<file path="src/eeprom_cmd_pkg.sv">
// constants and types shared by the serial command port
package eeprom_cmd_pkg;

  // opcode field
  localparam int          OPCODE_W        = 2;
  localparam logic [1:0]  OP_SPECIAL      = 2'h0;
  localparam logic [1:0]  OP_WRITE        = 2'h1;
  localparam logic [1:0]  OP_READ         = 2'h2;
  localparam logic [1:0]  OP_ERASE        = 2'h3;

  // special command selected by the top two address bits
  localparam logic [1:0]  SUB_DISABLE     = 2'h0;
  localparam logic [1:0]  SUB_WRITE_ALL   = 2'h1;
  localparam logic [1:0]  SUB_ERASE_ALL   = 2'h2;
  localparam logic [1:0]  SUB_ENABLE      = 2'h3;

  // organisation
  localparam logic [4:0]  ADDR_BITS_WORD  = 5'h06;
  localparam logic [4:0]  ADDR_BITS_BYTE  = 5'h07;
  localparam logic [4:0]  DATA_BITS_WORD  = 5'h10;
  localparam logic [4:0]  DATA_BITS_BYTE  = 5'h08;
  localparam int          WORDS           = 64;
  localparam int          WORD_W          = 16;
  localparam int          BYTE_W          = 8;
  localparam int          ADDR_W          = 7;
  localparam int          INDEX_W         = 6;
  localparam int          CMD_W           = OPCODE_W + ADDR_W;
  localparam logic [15:0] ERASED_WORD     = 16'hffff;
  localparam logic [7:0]  ZERO_BYTE       = 8'h00;

  // self-timed programming cycle, longest time rounded down
  localparam int unsigned CLK_PERIOD_NS   = 50;
  localparam int unsigned PROG_TIME_NS    = 10_000_000;
  localparam int unsigned PROG_CYCLES     = PROG_TIME_NS / CLK_PERIOD_NS;

  // gray coded along idle, command, data, armed, program
  typedef enum logic [2:0] {
    ST_IDLE    = 3'h0,
    ST_CMD     = 3'h1,
    ST_DATA    = 3'h3,
    ST_ARMED   = 3'h2,
    ST_PROGRAM = 3'h6,
    ST_READ    = 3'h7,
    ST_HOLD    = 3'h5
  } port_state_t;

endpackage : eeprom_cmd_pkg

</file>
<file path="src/pin_sync_edge.sv">
// two-flop pin synchroniser with edge detection
`timescale 1ns/100ps
`default_nettype none

module pin_sync_edge
(
  input  wire logic clk_sys,
  input  wire logic sys_rst,
  input  wire logic pinIn,
  output var  logic level,
  output var  logic rise,
  output var  logic fall
);

  logic meta_ff;
  logic stable_ff;
  logic prev_ff;

  // first stage feeds only the second
  always_ff @(posedge clk_sys)
  begin
    if (sys_rst)
    begin
      meta_ff   <= 1'b0;
      stable_ff <= 1'b0;
      prev_ff   <= 1'b0;
    end
    else
    begin
      meta_ff   <= pinIn;
      stable_ff <= meta_ff;
      prev_ff   <= stable_ff;
    end
  end

  // level and edges from settled stages
  always_comb
  begin
    level = stable_ff;
    rise  = stable_ff & ~prev_ff;
    fall  = ~stable_ff & prev_ff;
  end

endmodule : pin_sync_edge

`default_nettype wire

</file>
<file path="src/serial_eeprom_command_port.sv">
// three-wire serial command port of a 1 kbit nonvolatile memory
`timescale 1ns/100ps
`default_nettype none

module serial_eeprom_command_port
#(
  parameter int unsigned progCycles = eeprom_cmd_pkg::PROG_CYCLES
)
(
  input  wire logic clk_sys,
  input  wire logic sys_rst,
  input  wire logic chipSelect,
  input  wire logic serialClockIn,
  input  wire logic serialIn,
  input  wire logic widthSelect,
  output var  logic serialOut,
  output var  logic serialOutEn,
  output var  logic programBusy
);

  // address bits for the organisation in use
  function automatic logic [4:0] addrBits(input logic byteMode);
    addrBits = byteMode ? eeprom_cmd_pkg::ADDR_BITS_BYTE : eeprom_cmd_pkg::ADDR_BITS_WORD;
  endfunction : addrBits

  // data bits for the organisation in use
  function automatic logic [4:0] dataBits(input logic byteMode);
    dataBits = byteMode ? eeprom_cmd_pkg::DATA_BITS_BYTE : eeprom_cmd_pkg::DATA_BITS_WORD;
  endfunction : dataBits

  // word index for an address
  function automatic logic [5:0] wordIndex(input logic [6:0] addr, input logic byteMode);
    wordIndex = byteMode ? addr[6:1] : addr[5:0];
  endfunction : wordIndex

  logic                     csLvl;
  logic                     csFall;
  logic                     csRise;
  logic                     skRise;
  logic                     skFall;
  logic                     diLvl;
  logic                     orgLvl;

  eeprom_cmd_pkg::port_state_t state_ff;
  logic [4:0]               bitCnt_ff;
  logic [8:0]               cmd_ff;
  logic [15:0]              data_ff;
  logic [15:0]              readWord_ff;
  logic [1:0]               opcode_ff;
  logic [1:0]               special_ff;
  logic [6:0]               addr_ff;
  logic                     byteMode_ff;
  logic                     enabled_ff;
  logic [31:0]              progCnt_ff;
  logic                     statusPending_ff;
  logic                     releaseArm_ff;
  logic [15:0]              mem_ff [eeprom_cmd_pkg::WORDS];

  logic [8:0]               nxtCmd;
  logic [1:0]               nxtOpcode;
  logic [6:0]               nxtAddr;
  logic [1:0]               nxtSpecial;
  logic                     cmdDone;
  logic                     dataDone;
  logic                     readLast;
  logic                     progDone;
  logic                     startSeen;

  // pin synchronisers
  pin_sync_edge csSync
  (
    .clk_sys (clk_sys),
    .sys_rst (sys_rst),
    .pinIn   (chipSelect),
    .level   (csLvl),
    .rise    (csRise),
    .fall    (csFall)
  );

  pin_sync_edge skSync
  (
    .clk_sys (clk_sys),
    .sys_rst (sys_rst),
    .pinIn   (serialClockIn),
    .level   (),
    .rise    (skRise),
    .fall    (skFall)
  );

  pin_sync_edge diSync
  (
    .clk_sys (clk_sys),
    .sys_rst (sys_rst),
    .pinIn   (serialIn),
    .level   (diLvl),
    .rise    (),
    .fall    ()
  );

  pin_sync_edge orgSync
  (
    .clk_sys (clk_sys),
    .sys_rst (sys_rst),
    .pinIn   (widthSelect),
    .level   (orgLvl),
    .rise    (),
    .fall    ()
  );

  // command field decode from the bit being shifted in
  always_comb
  begin
    nxtCmd     = {cmd_ff[7:0], diLvl};
    nxtOpcode  = byteMode_ff ? nxtCmd[8:7] : nxtCmd[7:6];
    nxtAddr    = byteMode_ff ? nxtCmd[6:0] : {1'b0, nxtCmd[5:0]};
    nxtSpecial = byteMode_ff ? nxtCmd[6:5] : nxtCmd[5:4];
    cmdDone    = (state_ff == eeprom_cmd_pkg::ST_CMD) && skRise && csLvl
                 && (bitCnt_ff == 5'(eeprom_cmd_pkg::OPCODE_W) + addrBits(byteMode_ff) - 5'h01);
    dataDone   = (state_ff == eeprom_cmd_pkg::ST_DATA) && skRise && csLvl
                 && (bitCnt_ff == dataBits(byteMode_ff) - 5'h01);
    readLast   = (bitCnt_ff == dataBits(byteMode_ff));
    progDone   = (state_ff == eeprom_cmd_pkg::ST_PROGRAM)
                 && (progCnt_ff == 32'(progCycles - 1));
    startSeen  = (state_ff == eeprom_cmd_pkg::ST_IDLE) && !statusPending_ff
                 && csLvl && skRise && diLvl;
  end

  // command sequencer
  always_ff @(posedge clk_sys)
  begin
    if (sys_rst)
    begin
      state_ff    <= eeprom_cmd_pkg::ST_IDLE;
      bitCnt_ff   <= 5'h00;
      cmd_ff      <= 9'h000;
      data_ff     <= 16'h0000;
      readWord_ff <= 16'h0000;
      opcode_ff   <= eeprom_cmd_pkg::OP_SPECIAL;
      special_ff  <= eeprom_cmd_pkg::SUB_DISABLE;
      addr_ff     <= 7'h00;
      byteMode_ff <= 1'b0;
    end
    else
    begin
      case (state_ff)
        eeprom_cmd_pkg::ST_IDLE:
        begin
          if (startSeen)
          begin
            state_ff    <= eeprom_cmd_pkg::ST_CMD;
            bitCnt_ff   <= 5'h00;
            cmd_ff      <= 9'h000;
            byteMode_ff <= ~orgLvl;
          end
        end
        eeprom_cmd_pkg::ST_CMD:
        begin
          if (csFall)
            state_ff <= eeprom_cmd_pkg::ST_IDLE;
          else if (skRise && csLvl)
          begin
            cmd_ff    <= nxtCmd;
            bitCnt_ff <= bitCnt_ff + 5'h01;
            if (cmdDone)
            begin
              opcode_ff  <= nxtOpcode;
              special_ff <= nxtSpecial;
              addr_ff    <= nxtAddr;
              bitCnt_ff  <= 5'h00;
              case (nxtOpcode)
                eeprom_cmd_pkg::OP_READ:
                begin
                  state_ff <= eeprom_cmd_pkg::ST_READ;
                  if (byteMode_ff)
                    readWord_ff <= nxtAddr[0]
                      ? {mem_ff[wordIndex(nxtAddr, 1'b1)][15:8], eeprom_cmd_pkg::ZERO_BYTE}
                      : {mem_ff[wordIndex(nxtAddr, 1'b1)][7:0], eeprom_cmd_pkg::ZERO_BYTE};
                  else
                    readWord_ff <= mem_ff[wordIndex(nxtAddr, 1'b0)];
                end
                eeprom_cmd_pkg::OP_WRITE:
                  state_ff <= eeprom_cmd_pkg::ST_DATA;
                eeprom_cmd_pkg::OP_ERASE:
                  state_ff <= eeprom_cmd_pkg::ST_ARMED;
                default:
                begin
                  case (nxtSpecial)
                    eeprom_cmd_pkg::SUB_WRITE_ALL: state_ff <= eeprom_cmd_pkg::ST_DATA;
                    eeprom_cmd_pkg::SUB_ERASE_ALL: state_ff <= eeprom_cmd_pkg::ST_ARMED;
                    default:                       state_ff <= eeprom_cmd_pkg::ST_HOLD;
                  endcase
                end
              endcase
            end
          end
        end
        eeprom_cmd_pkg::ST_DATA:
        begin
          if (csFall)
            state_ff <= eeprom_cmd_pkg::ST_IDLE;
          else if (skRise && csLvl)
          begin
            data_ff   <= {data_ff[14:0], diLvl};
            bitCnt_ff <= bitCnt_ff + 5'h01;
            if (dataDone)
              state_ff <= eeprom_cmd_pkg::ST_ARMED;
          end
        end
        eeprom_cmd_pkg::ST_ARMED:
        begin
          if (csFall)
            state_ff <= enabled_ff ? eeprom_cmd_pkg::ST_PROGRAM
                                   : eeprom_cmd_pkg::ST_IDLE;
        end
        eeprom_cmd_pkg::ST_PROGRAM:
        begin
          if (progDone)
            state_ff <= eeprom_cmd_pkg::ST_IDLE;
        end
        eeprom_cmd_pkg::ST_READ:
        begin
          if (csFall)
            state_ff <= eeprom_cmd_pkg::ST_IDLE;
          else if (skRise)
          begin
            readWord_ff <= {readWord_ff[14:0], 1'b0};
            bitCnt_ff   <= bitCnt_ff + 5'h01;
            if (readLast)
              state_ff <= eeprom_cmd_pkg::ST_HOLD;
          end
        end
        eeprom_cmd_pkg::ST_HOLD:
        begin
          if (csFall)
            state_ff <= eeprom_cmd_pkg::ST_IDLE;
        end
        default:
          state_ff <= eeprom_cmd_pkg::ST_IDLE;
      endcase
    end
  end

  // programming enable latch, cleared at reset
  always_ff @(posedge clk_sys)
  begin
    if (sys_rst)
      enabled_ff <= 1'b0;
    else if (cmdDone && nxtOpcode == eeprom_cmd_pkg::OP_SPECIAL)
    begin
      if (nxtSpecial == eeprom_cmd_pkg::SUB_ENABLE)
        enabled_ff <= 1'b1;
      else if (nxtSpecial == eeprom_cmd_pkg::SUB_DISABLE)
        enabled_ff <= 1'b0;
    end
  end

  // self-timed cycle counter on the system clock
  always_ff @(posedge clk_sys)
  begin
    if (sys_rst)
      progCnt_ff <= 32'h0000_0000;
    else if (state_ff == eeprom_cmd_pkg::ST_PROGRAM)
      progCnt_ff <= progCnt_ff + 32'h0000_0001;
    else
      progCnt_ff <= 32'h0000_0000;
  end

  // status presentation after a cycle, ended by dummy one or deselect
  always_ff @(posedge clk_sys)
  begin
    if (sys_rst)
    begin
      statusPending_ff <= 1'b0;
      releaseArm_ff    <= 1'b0;
    end
    else if (state_ff == eeprom_cmd_pkg::ST_ARMED && csFall && enabled_ff)
    begin
      statusPending_ff <= 1'b1;
      releaseArm_ff    <= 1'b0;
    end
    else if (state_ff == eeprom_cmd_pkg::ST_IDLE && statusPending_ff)
    begin
      if (csFall || (skFall && releaseArm_ff))
      begin
        statusPending_ff <= 1'b0;
        releaseArm_ff    <= 1'b0;
      end
      else if (csLvl && skRise && diLvl)
        releaseArm_ff <= 1'b1;
      else if (csRise)
        releaseArm_ff <= 1'b0; // fresh selection starts unarmed
    end
  end

  // memory array, erased at reset
  always_ff @(posedge clk_sys)
  begin
    if (sys_rst)
    begin
      for (int i = 0; i < eeprom_cmd_pkg::WORDS; i++)
        mem_ff[i] <= eeprom_cmd_pkg::ERASED_WORD;
    end
    else if (progDone)
    begin
      case (opcode_ff)
        eeprom_cmd_pkg::OP_ERASE:
        begin
          if (byteMode_ff && addr_ff[0])
            mem_ff[wordIndex(addr_ff, 1'b1)][15:8] <= eeprom_cmd_pkg::ERASED_WORD[15:8];
          else if (byteMode_ff)
            mem_ff[wordIndex(addr_ff, 1'b1)][7:0] <= eeprom_cmd_pkg::ERASED_WORD[7:0];
          else
            mem_ff[wordIndex(addr_ff, 1'b0)] <= eeprom_cmd_pkg::ERASED_WORD;
        end
        eeprom_cmd_pkg::OP_WRITE:
        begin
          if (byteMode_ff && addr_ff[0])
            mem_ff[wordIndex(addr_ff, 1'b1)][15:8] <= data_ff[7:0];
          else if (byteMode_ff)
            mem_ff[wordIndex(addr_ff, 1'b1)][7:0] <= data_ff[7:0];
          else
            mem_ff[wordIndex(addr_ff, 1'b0)] <= data_ff;
        end
        default:
        begin
          for (int i = 0; i < eeprom_cmd_pkg::WORDS; i++)
          begin
            if (special_ff == eeprom_cmd_pkg::SUB_ERASE_ALL)
              mem_ff[i] <= eeprom_cmd_pkg::ERASED_WORD;
            else if (special_ff == eeprom_cmd_pkg::SUB_WRITE_ALL && byteMode_ff)
              mem_ff[i] <= mem_ff[i] & {data_ff[7:0], data_ff[7:0]};
            else if (special_ff == eeprom_cmd_pkg::SUB_WRITE_ALL)
              mem_ff[i] <= mem_ff[i] & data_ff;
          end
        end
      endcase
    end
  end

  // serial output driver and busy flag
  always_ff @(posedge clk_sys)
  begin
    if (sys_rst)
    begin
      serialOut   <= 1'b0;
      serialOutEn <= 1'b0;
      programBusy <= 1'b0;
    end
    else
    begin
      programBusy <= (state_ff == eeprom_cmd_pkg::ST_ARMED && csFall && enabled_ff)
                     || (state_ff == eeprom_cmd_pkg::ST_PROGRAM && !progDone);
      case (state_ff)
        eeprom_cmd_pkg::ST_PROGRAM:
        begin
          serialOutEn <= csLvl;
          serialOut   <= progDone;
        end
        eeprom_cmd_pkg::ST_READ:
        begin
          if (csFall || (skRise && readLast))
            serialOutEn <= 1'b0;
          else if (skRise)
            serialOut <= readWord_ff[eeprom_cmd_pkg::WORD_W - 1];
        end
        default:
        begin
          if (state_ff == eeprom_cmd_pkg::ST_IDLE && statusPending_ff)
          begin
            serialOutEn <= csLvl && !csFall && !(skFall && releaseArm_ff);
            serialOut   <= 1'b1;
          end
          else if (cmdDone && nxtOpcode == eeprom_cmd_pkg::OP_READ)
          begin
            serialOutEn <= 1'b1;
            serialOut   <= 1'b0;
          end
          else
            serialOutEn <= 1'b0;
        end
      endcase
    end
  end

endmodule : serial_eeprom_command_port

`default_nettype wire

</file>
<file path="config.mk">
export PLATFORM = sky130hd
export DESIGN_NAME = serial_eeprom_command_port
export DESIGN_NICKNAME = d
export VERILOG_FILES = /design/src/eeprom_cmd_pkg.sv /design/src/pin_sync_edge.sv /design/src/serial_eeprom_command_port.sv
export SDC_FILE = /design/constraint.sdc
export NUM_CORES = 2
export LEC_CHECK = 0
export BUFFER_PORTS_ARGS = -buffer_cell sky130_fd_sc_hd__buf_2
export CORE_MARGIN = 2
export CORE_UTILIZATION = 45
export CTS_CLUSTER_SIZE = 24
export DETAILED_ROUTE_END_ITERATION = 16
export MAX_ROUTING_LAYER = met4
export RECOVER_POWER = 100
export SYNTH_ARGS = -nofsm -noshare
export SYNTH_HDL_FRONTEND = slang
export SYNTH_HIERARCHICAL = 1
export SYNTH_SLANG_ARGS = --single-unit
</file>
<file path="constraint.sdc">
create_clock -name clk_sys -period 9.7 [get_ports clk_sys]
set_input_delay 0.485 -clock clk_sys [delete_from_list [all_inputs] [get_ports clk_sys]]
set_output_delay 0.485 -clock clk_sys [all_outputs]
set_load 0.03 [all_outputs]
</file>
* After elaboration in Yosys (flattened, before gate mapping)
Memories as Yosys holds them, arrays and structs flattened. Cells that the tools add are included.
Cells by class: $add $sub $neg 5, multiply operators 0, divide/modulo/power cells 0, magnitude comparators 0, eq/ne operators 40, shifts and indexed selects 0, multiplexer cells 311, bitwise operators 334, reductions and logical operators 59
Operators by type and width (count):
- 16-bit two-way mux | 203
- 16-bit AND | 128
- 1-bit bitwise OR | 195
- 1-bit two-way mux | 65
- 5-bit two-way mux | 9
- 3-bit two-way mux | 14
- 8-bit two-way mux | 5
- 32-bit by 1-bit adder with 32-bit output (second input constant) | 1
- 32-bit by 18-bit == test with 1-bit output (second input constant) | 1
- 16-bit one-hot mux with 2 select lines | 1
- 16-bit OR reduction | 2
- 1-bit logical AND | 25
- 2-bit inequality test (second input constant) | 11
- 3-bit one-hot mux with 7 select lines | 1
- 5-bit one-hot mux with 4 select lines | 1
- 8-bit one-hot mux with 2 select lines | 1
- 5-bit == test | 3
- 2-bit == test (second input constant) | 6
- 6-bit two-way mux | 2
- 3-bit inequality test (second input constant) | 4
- 10-bit AND reduction | 1
- 2-bit nonzero test | 5
- 3-bit == test (second input constant) | 3
- 3-bit one-hot mux with 3 select lines | 1
- other kinds (27) | 61
Storage, ports and cells: register bits 108, latch bits 0, memory bits (writable) 1024, memory bits (read-only) 0, input port bits 6, output and inout port bits 3, memories kept 1
Memory list:
- mem_ff | depth 64, width 16, rd ports 66, clocked after Yosys merged registers in 0, write ports 64, RTL line serial_eeprom_command_port.sv:57 | logic [15:0] mem_ff [eeprom_cmd_pkg::WORDS];

* Logic depth before layout (Yosys ltp)
word-level depth 12, mapped depth 14, gate-level depth less buffers 9

* Modules after synthesis
The synthesis kept the hierarchy.
By module, submodules not included:
- serial_eeprom_command_port | instances 1, cells each 5604, area an instance 65800.6 um^2, sequential area each 32711.4 um^2
- pin_sync_edge | instances 4, cells each 8, area an instance 91.3 um^2, sequential area each 60.1 um^2

* Worst setup path before layout
No wires, ideal clock.
kind reg2reg, start point register cmd_ff[3], end point register state_ff[2], data arrival time 3428 ps, data required time 9609 ps, slack 6181 ps, stages on the path, launching flop included 14, buffers on the path 6, period minus slack after synthesis 3519 ps, cell sequence dfxtp_1 -> clkbuf_1 -> clkbuf_1 -> buf_1 -> clkbuf_1 -> clkbuf_1 -> clkbuf_1 -> mux2_2 -> inv_1 -> ha_1 -> mux2i_1 -> o41a_1 -> o221a_2 -> a311oi_1
On the way: cells in the longest elaborated chain, start to end 8, elaborated cells between the ends (all ways) 9, classes of those cells 2 x eq/ne; 7 x mux
RTL lines:
- start, declared | RTL line serial_eeprom_command_port.sv:46 | logic [8:0] cmd_ff;
- start signal, assigned | RTL line serial_eeprom_command_port.sv:162 | cmd_ff <= nxtCmd;
- 2-bit two-way mux (*) | RTL line serial_eeprom_command_port.sv:116 | nxtSpecial = byteMode_ff ? nxtCmd[6:5] : nxtCmd[5:4];
- net nxtSpecial[0] | RTL line serial_eeprom_command_port.sv:62 | logic [1:0] nxtSpecial;
- 2-bit == test / 2-bit by 1-bit == test with 1-bit output (equally long branches) | RTL line serial_eeprom_command_port.sv:187 | case (nxtSpecial)
- 3-bit one-hot mux with 2 select lines (*) | RTL line serial_eeprom_command_port.sv:187
- 3-bit one-hot mux with 3 select lines (*) | RTL line serial_eeprom_command_port.sv:170 | case (nxtOpcode)
- 3-bit two-way mux (*) | RTL line serial_eeprom_command_port.sv:164 | if (cmdDone)
- 3-bit two-way mux (*) | RTL line serial_eeprom_command_port.sv:160 | else if (skRise && csLvl)
- 3-bit two-way mux (*) | RTL line serial_eeprom_command_port.sv:158 | if (csFall)
- 3-bit one-hot mux with 7 select lines (*) | RTL line serial_eeprom_command_port.sv:145 | case (state_ff)
- end signal, assigned | RTL line serial_eeprom_command_port.sv:150 | state_ff <= eeprom_cmd_pkg::ST_CMD;
- end signal, assigned | RTL line serial_eeprom_command_port.sv:159 | state_ff <= eeprom_cmd_pkg::ST_IDLE;
- end signal, assigned | RTL line serial_eeprom_command_port.sv:173 | state_ff <= eeprom_cmd_pkg::ST_READ;
- end, declared | RTL line serial_eeprom_command_port.sv:44 | eeprom_cmd_pkg::port_state_t state_ff;
The timed path passes the listed nets; every way through them passes the cells marked *. The select of a mux whose other input is x is not followed. A chain may end at the register's enable or synchronous reset.

==> out/metrics.cfg <==
[sta]
rsz0062_at_grt = false
clock_skew_ps = 36.8
setup_viol = 0
worstMarginPinSlew_ps = 3580
hold_violations = 0
slew_headroom = -1.39
period_minus_slack_ps = 7260
period_share = 0.749
slew_violations = 594
max_freq_mhz = 138
fin_tns_setup_ps = 0

[clocking]
cts_tree = yes
cts_buffers = 132
clock_path_buffers = 3
cts_root_buffer = clkbuf_16
cts_setup_buffers = 0
h-tree-depth = 4
clkTransAtPathRegs_ps = 50
cts.sinks = 1132
clk_latency_ps = 800

[floorplanning]
dieWidth_microns = 387
top_level_ports = 9
coreArea_sq_um = 146000
dieHeight_microns = 387
rows = 140
start_util = 0.453
die-area_sq_um = 150000

[route]
drt_wl_total_microns = 236000
drtIter0Drc = 8963
vias = 52700
drtAntennaViolNets = 0
viasPerCell = 7.13
drc = 0
drt_pre_antenna_iters = 6
wire_per_inst_microns = 31.9

[place]
io_buffer_count = 8
dp_hpwl_microns = 152000
gp_congestion = 1.00

[setup_path]
crit_chain = clkbuf_1 -> inv_1 -> nand2_1 -> nor2_1 -> a32oi_1 -> o21ai_0
reg2reg_from = byteMode_ff
cp.arrival_ps = 7530
critPathMaxFanout = 43
cp.depth = 6
setup.worst_path.end = mem_ff[3][14]
crit_family = compound AO/OA/AOI/OAI gates
ff2ff_setup_slack_ps = 2440
crit_buf_inv = 2
critPathLaunch = byteMode_ff
critPathSlowestCell = a32oi_1
rr_endpoint = mem_ff[3][14]
reg2regPathDepth = 6
crit_type = reg2reg
required_ps = 9970
critPathCaptureType = flop
start_kind = flop
critPathMaxStageDelay_ps = 2000

[power]
vdd_drop_max_uv = 155
p_per_area_nw_per_um2 = 158
leakage_uw = 0.0207
power_uw = 11200

[cells_and_area]
multi_input_area_sq_um = 30300
fillers = 13100
drive_above_1_share = 0.161
syn_to_final_growth_pct = 7.40
register_area_sq_um = 32900
final_cell_mix = edfxtp_1, a21oi_1, o21ai_0, nand2_1, mux4_2
nets = 5375
layout_commonest_cell = edfxtp_1

[job]
drv_cap = 25

[global_routing]
grt_max_degree = 236
antenna_found_initial = 9
grtUsageTotal = 0.319
gr-total-overflow = 0
grt_pass1_vias = 48900
grt_pass1_wl_microns = 347000

[synth]
yosysWarnings = 6
synth_nets = 5642
synth_area_sq_um = 66100
syn_area_per_cell_sq_um = 11.7
synthCells = 5628

[outcome]
outcome = complete, but fails checks
violations = max-capacitance violations, max-slew violations

[worst_hold_path]
hp-class = in2reg

-- sequential cells by signal (all words and copies together), names as in the netlist, 2 cells and up --
signal,count
mem_ff,1024
progCnt_ff,32
data_ff,16
readWord_ff,16
opcode_ff,2
state_ff,3
special_ff,2
bitCnt_ff,5
addr_ff,7
cmd_ff,8
-- timing repair --
action / CTS / global route
endpoints found under the hold margin: 4 / 0
resized for setup: 0 / 0
hold buffers: 4 / 0
-- stage by stage --
stage	utilization	instance area [sq um]	hold WS, ps	cells	worst slack [ps]
detailed placement	0.464	67700	425	7140	4840
floorplan	-	66100	390	5628	6180
finish	0.487	71000	158	7388	2440
global route	0.487	71000	196	7384	2310
CTS	0.493	71800	14.4	7380	4870
global placement	0.464	67700	433	7140	4850
-- cell type report --
| cell class | instances | area share |
|---|---|---|
| Timing Repair Buffer | 188 | 0.0158 |
| Sequential cell | 1132 | 0.464 |
| Multi-Input combinational cell | 3892 | 0.427 |
| Antenna cell | 8 | 0.000282 |
| Tap cell | 1917 | 0.0338 |
| Inverter | 15 | 0.000793 |
| Clock inverter | 69 | 0.00737 |
| Clock buffer | 167 | 0.0506 |
-- routing by layer --
layer  up-vias  part of all wire  global-route usage  wire length [microns]
met1     26600              0.39               0.450                  91100
met5         -                 0                   -                      0
met4         0             0.040               0.116                   9450
li1      21700                 -                   -                      -
met3       501              0.13              0.0742                  31600
met2      3928              0.44               0.449                 103000
-- worst min-delay path by stage --
stage	from	end	cells past startpoint
global route	sys_rst	skSync/level	2
CTS	sys_rst	diSync/level	2
floorplan	orgSync/level	byteMode_ff	1
finish	sys_rst	skSync/level	2
detailed placement	orgSync/meta_ff	orgSync/level	1
global placement	orgSync/meta_ff	orgSync/level	1
-- power breakdown --
| group | internal (uW) | total, uW | switching (uW) | leakage [uW] |
|---|---|---|---|---|
| Sequential | 5540 | 5740 | 199 | 0.0112 |
| Clock | 2760 | 4920 | 2160 | 0.00200 |
| Combinational | 250 | 552 | 302 | 0.00753 |
Power figures use the tool's default switching activity.
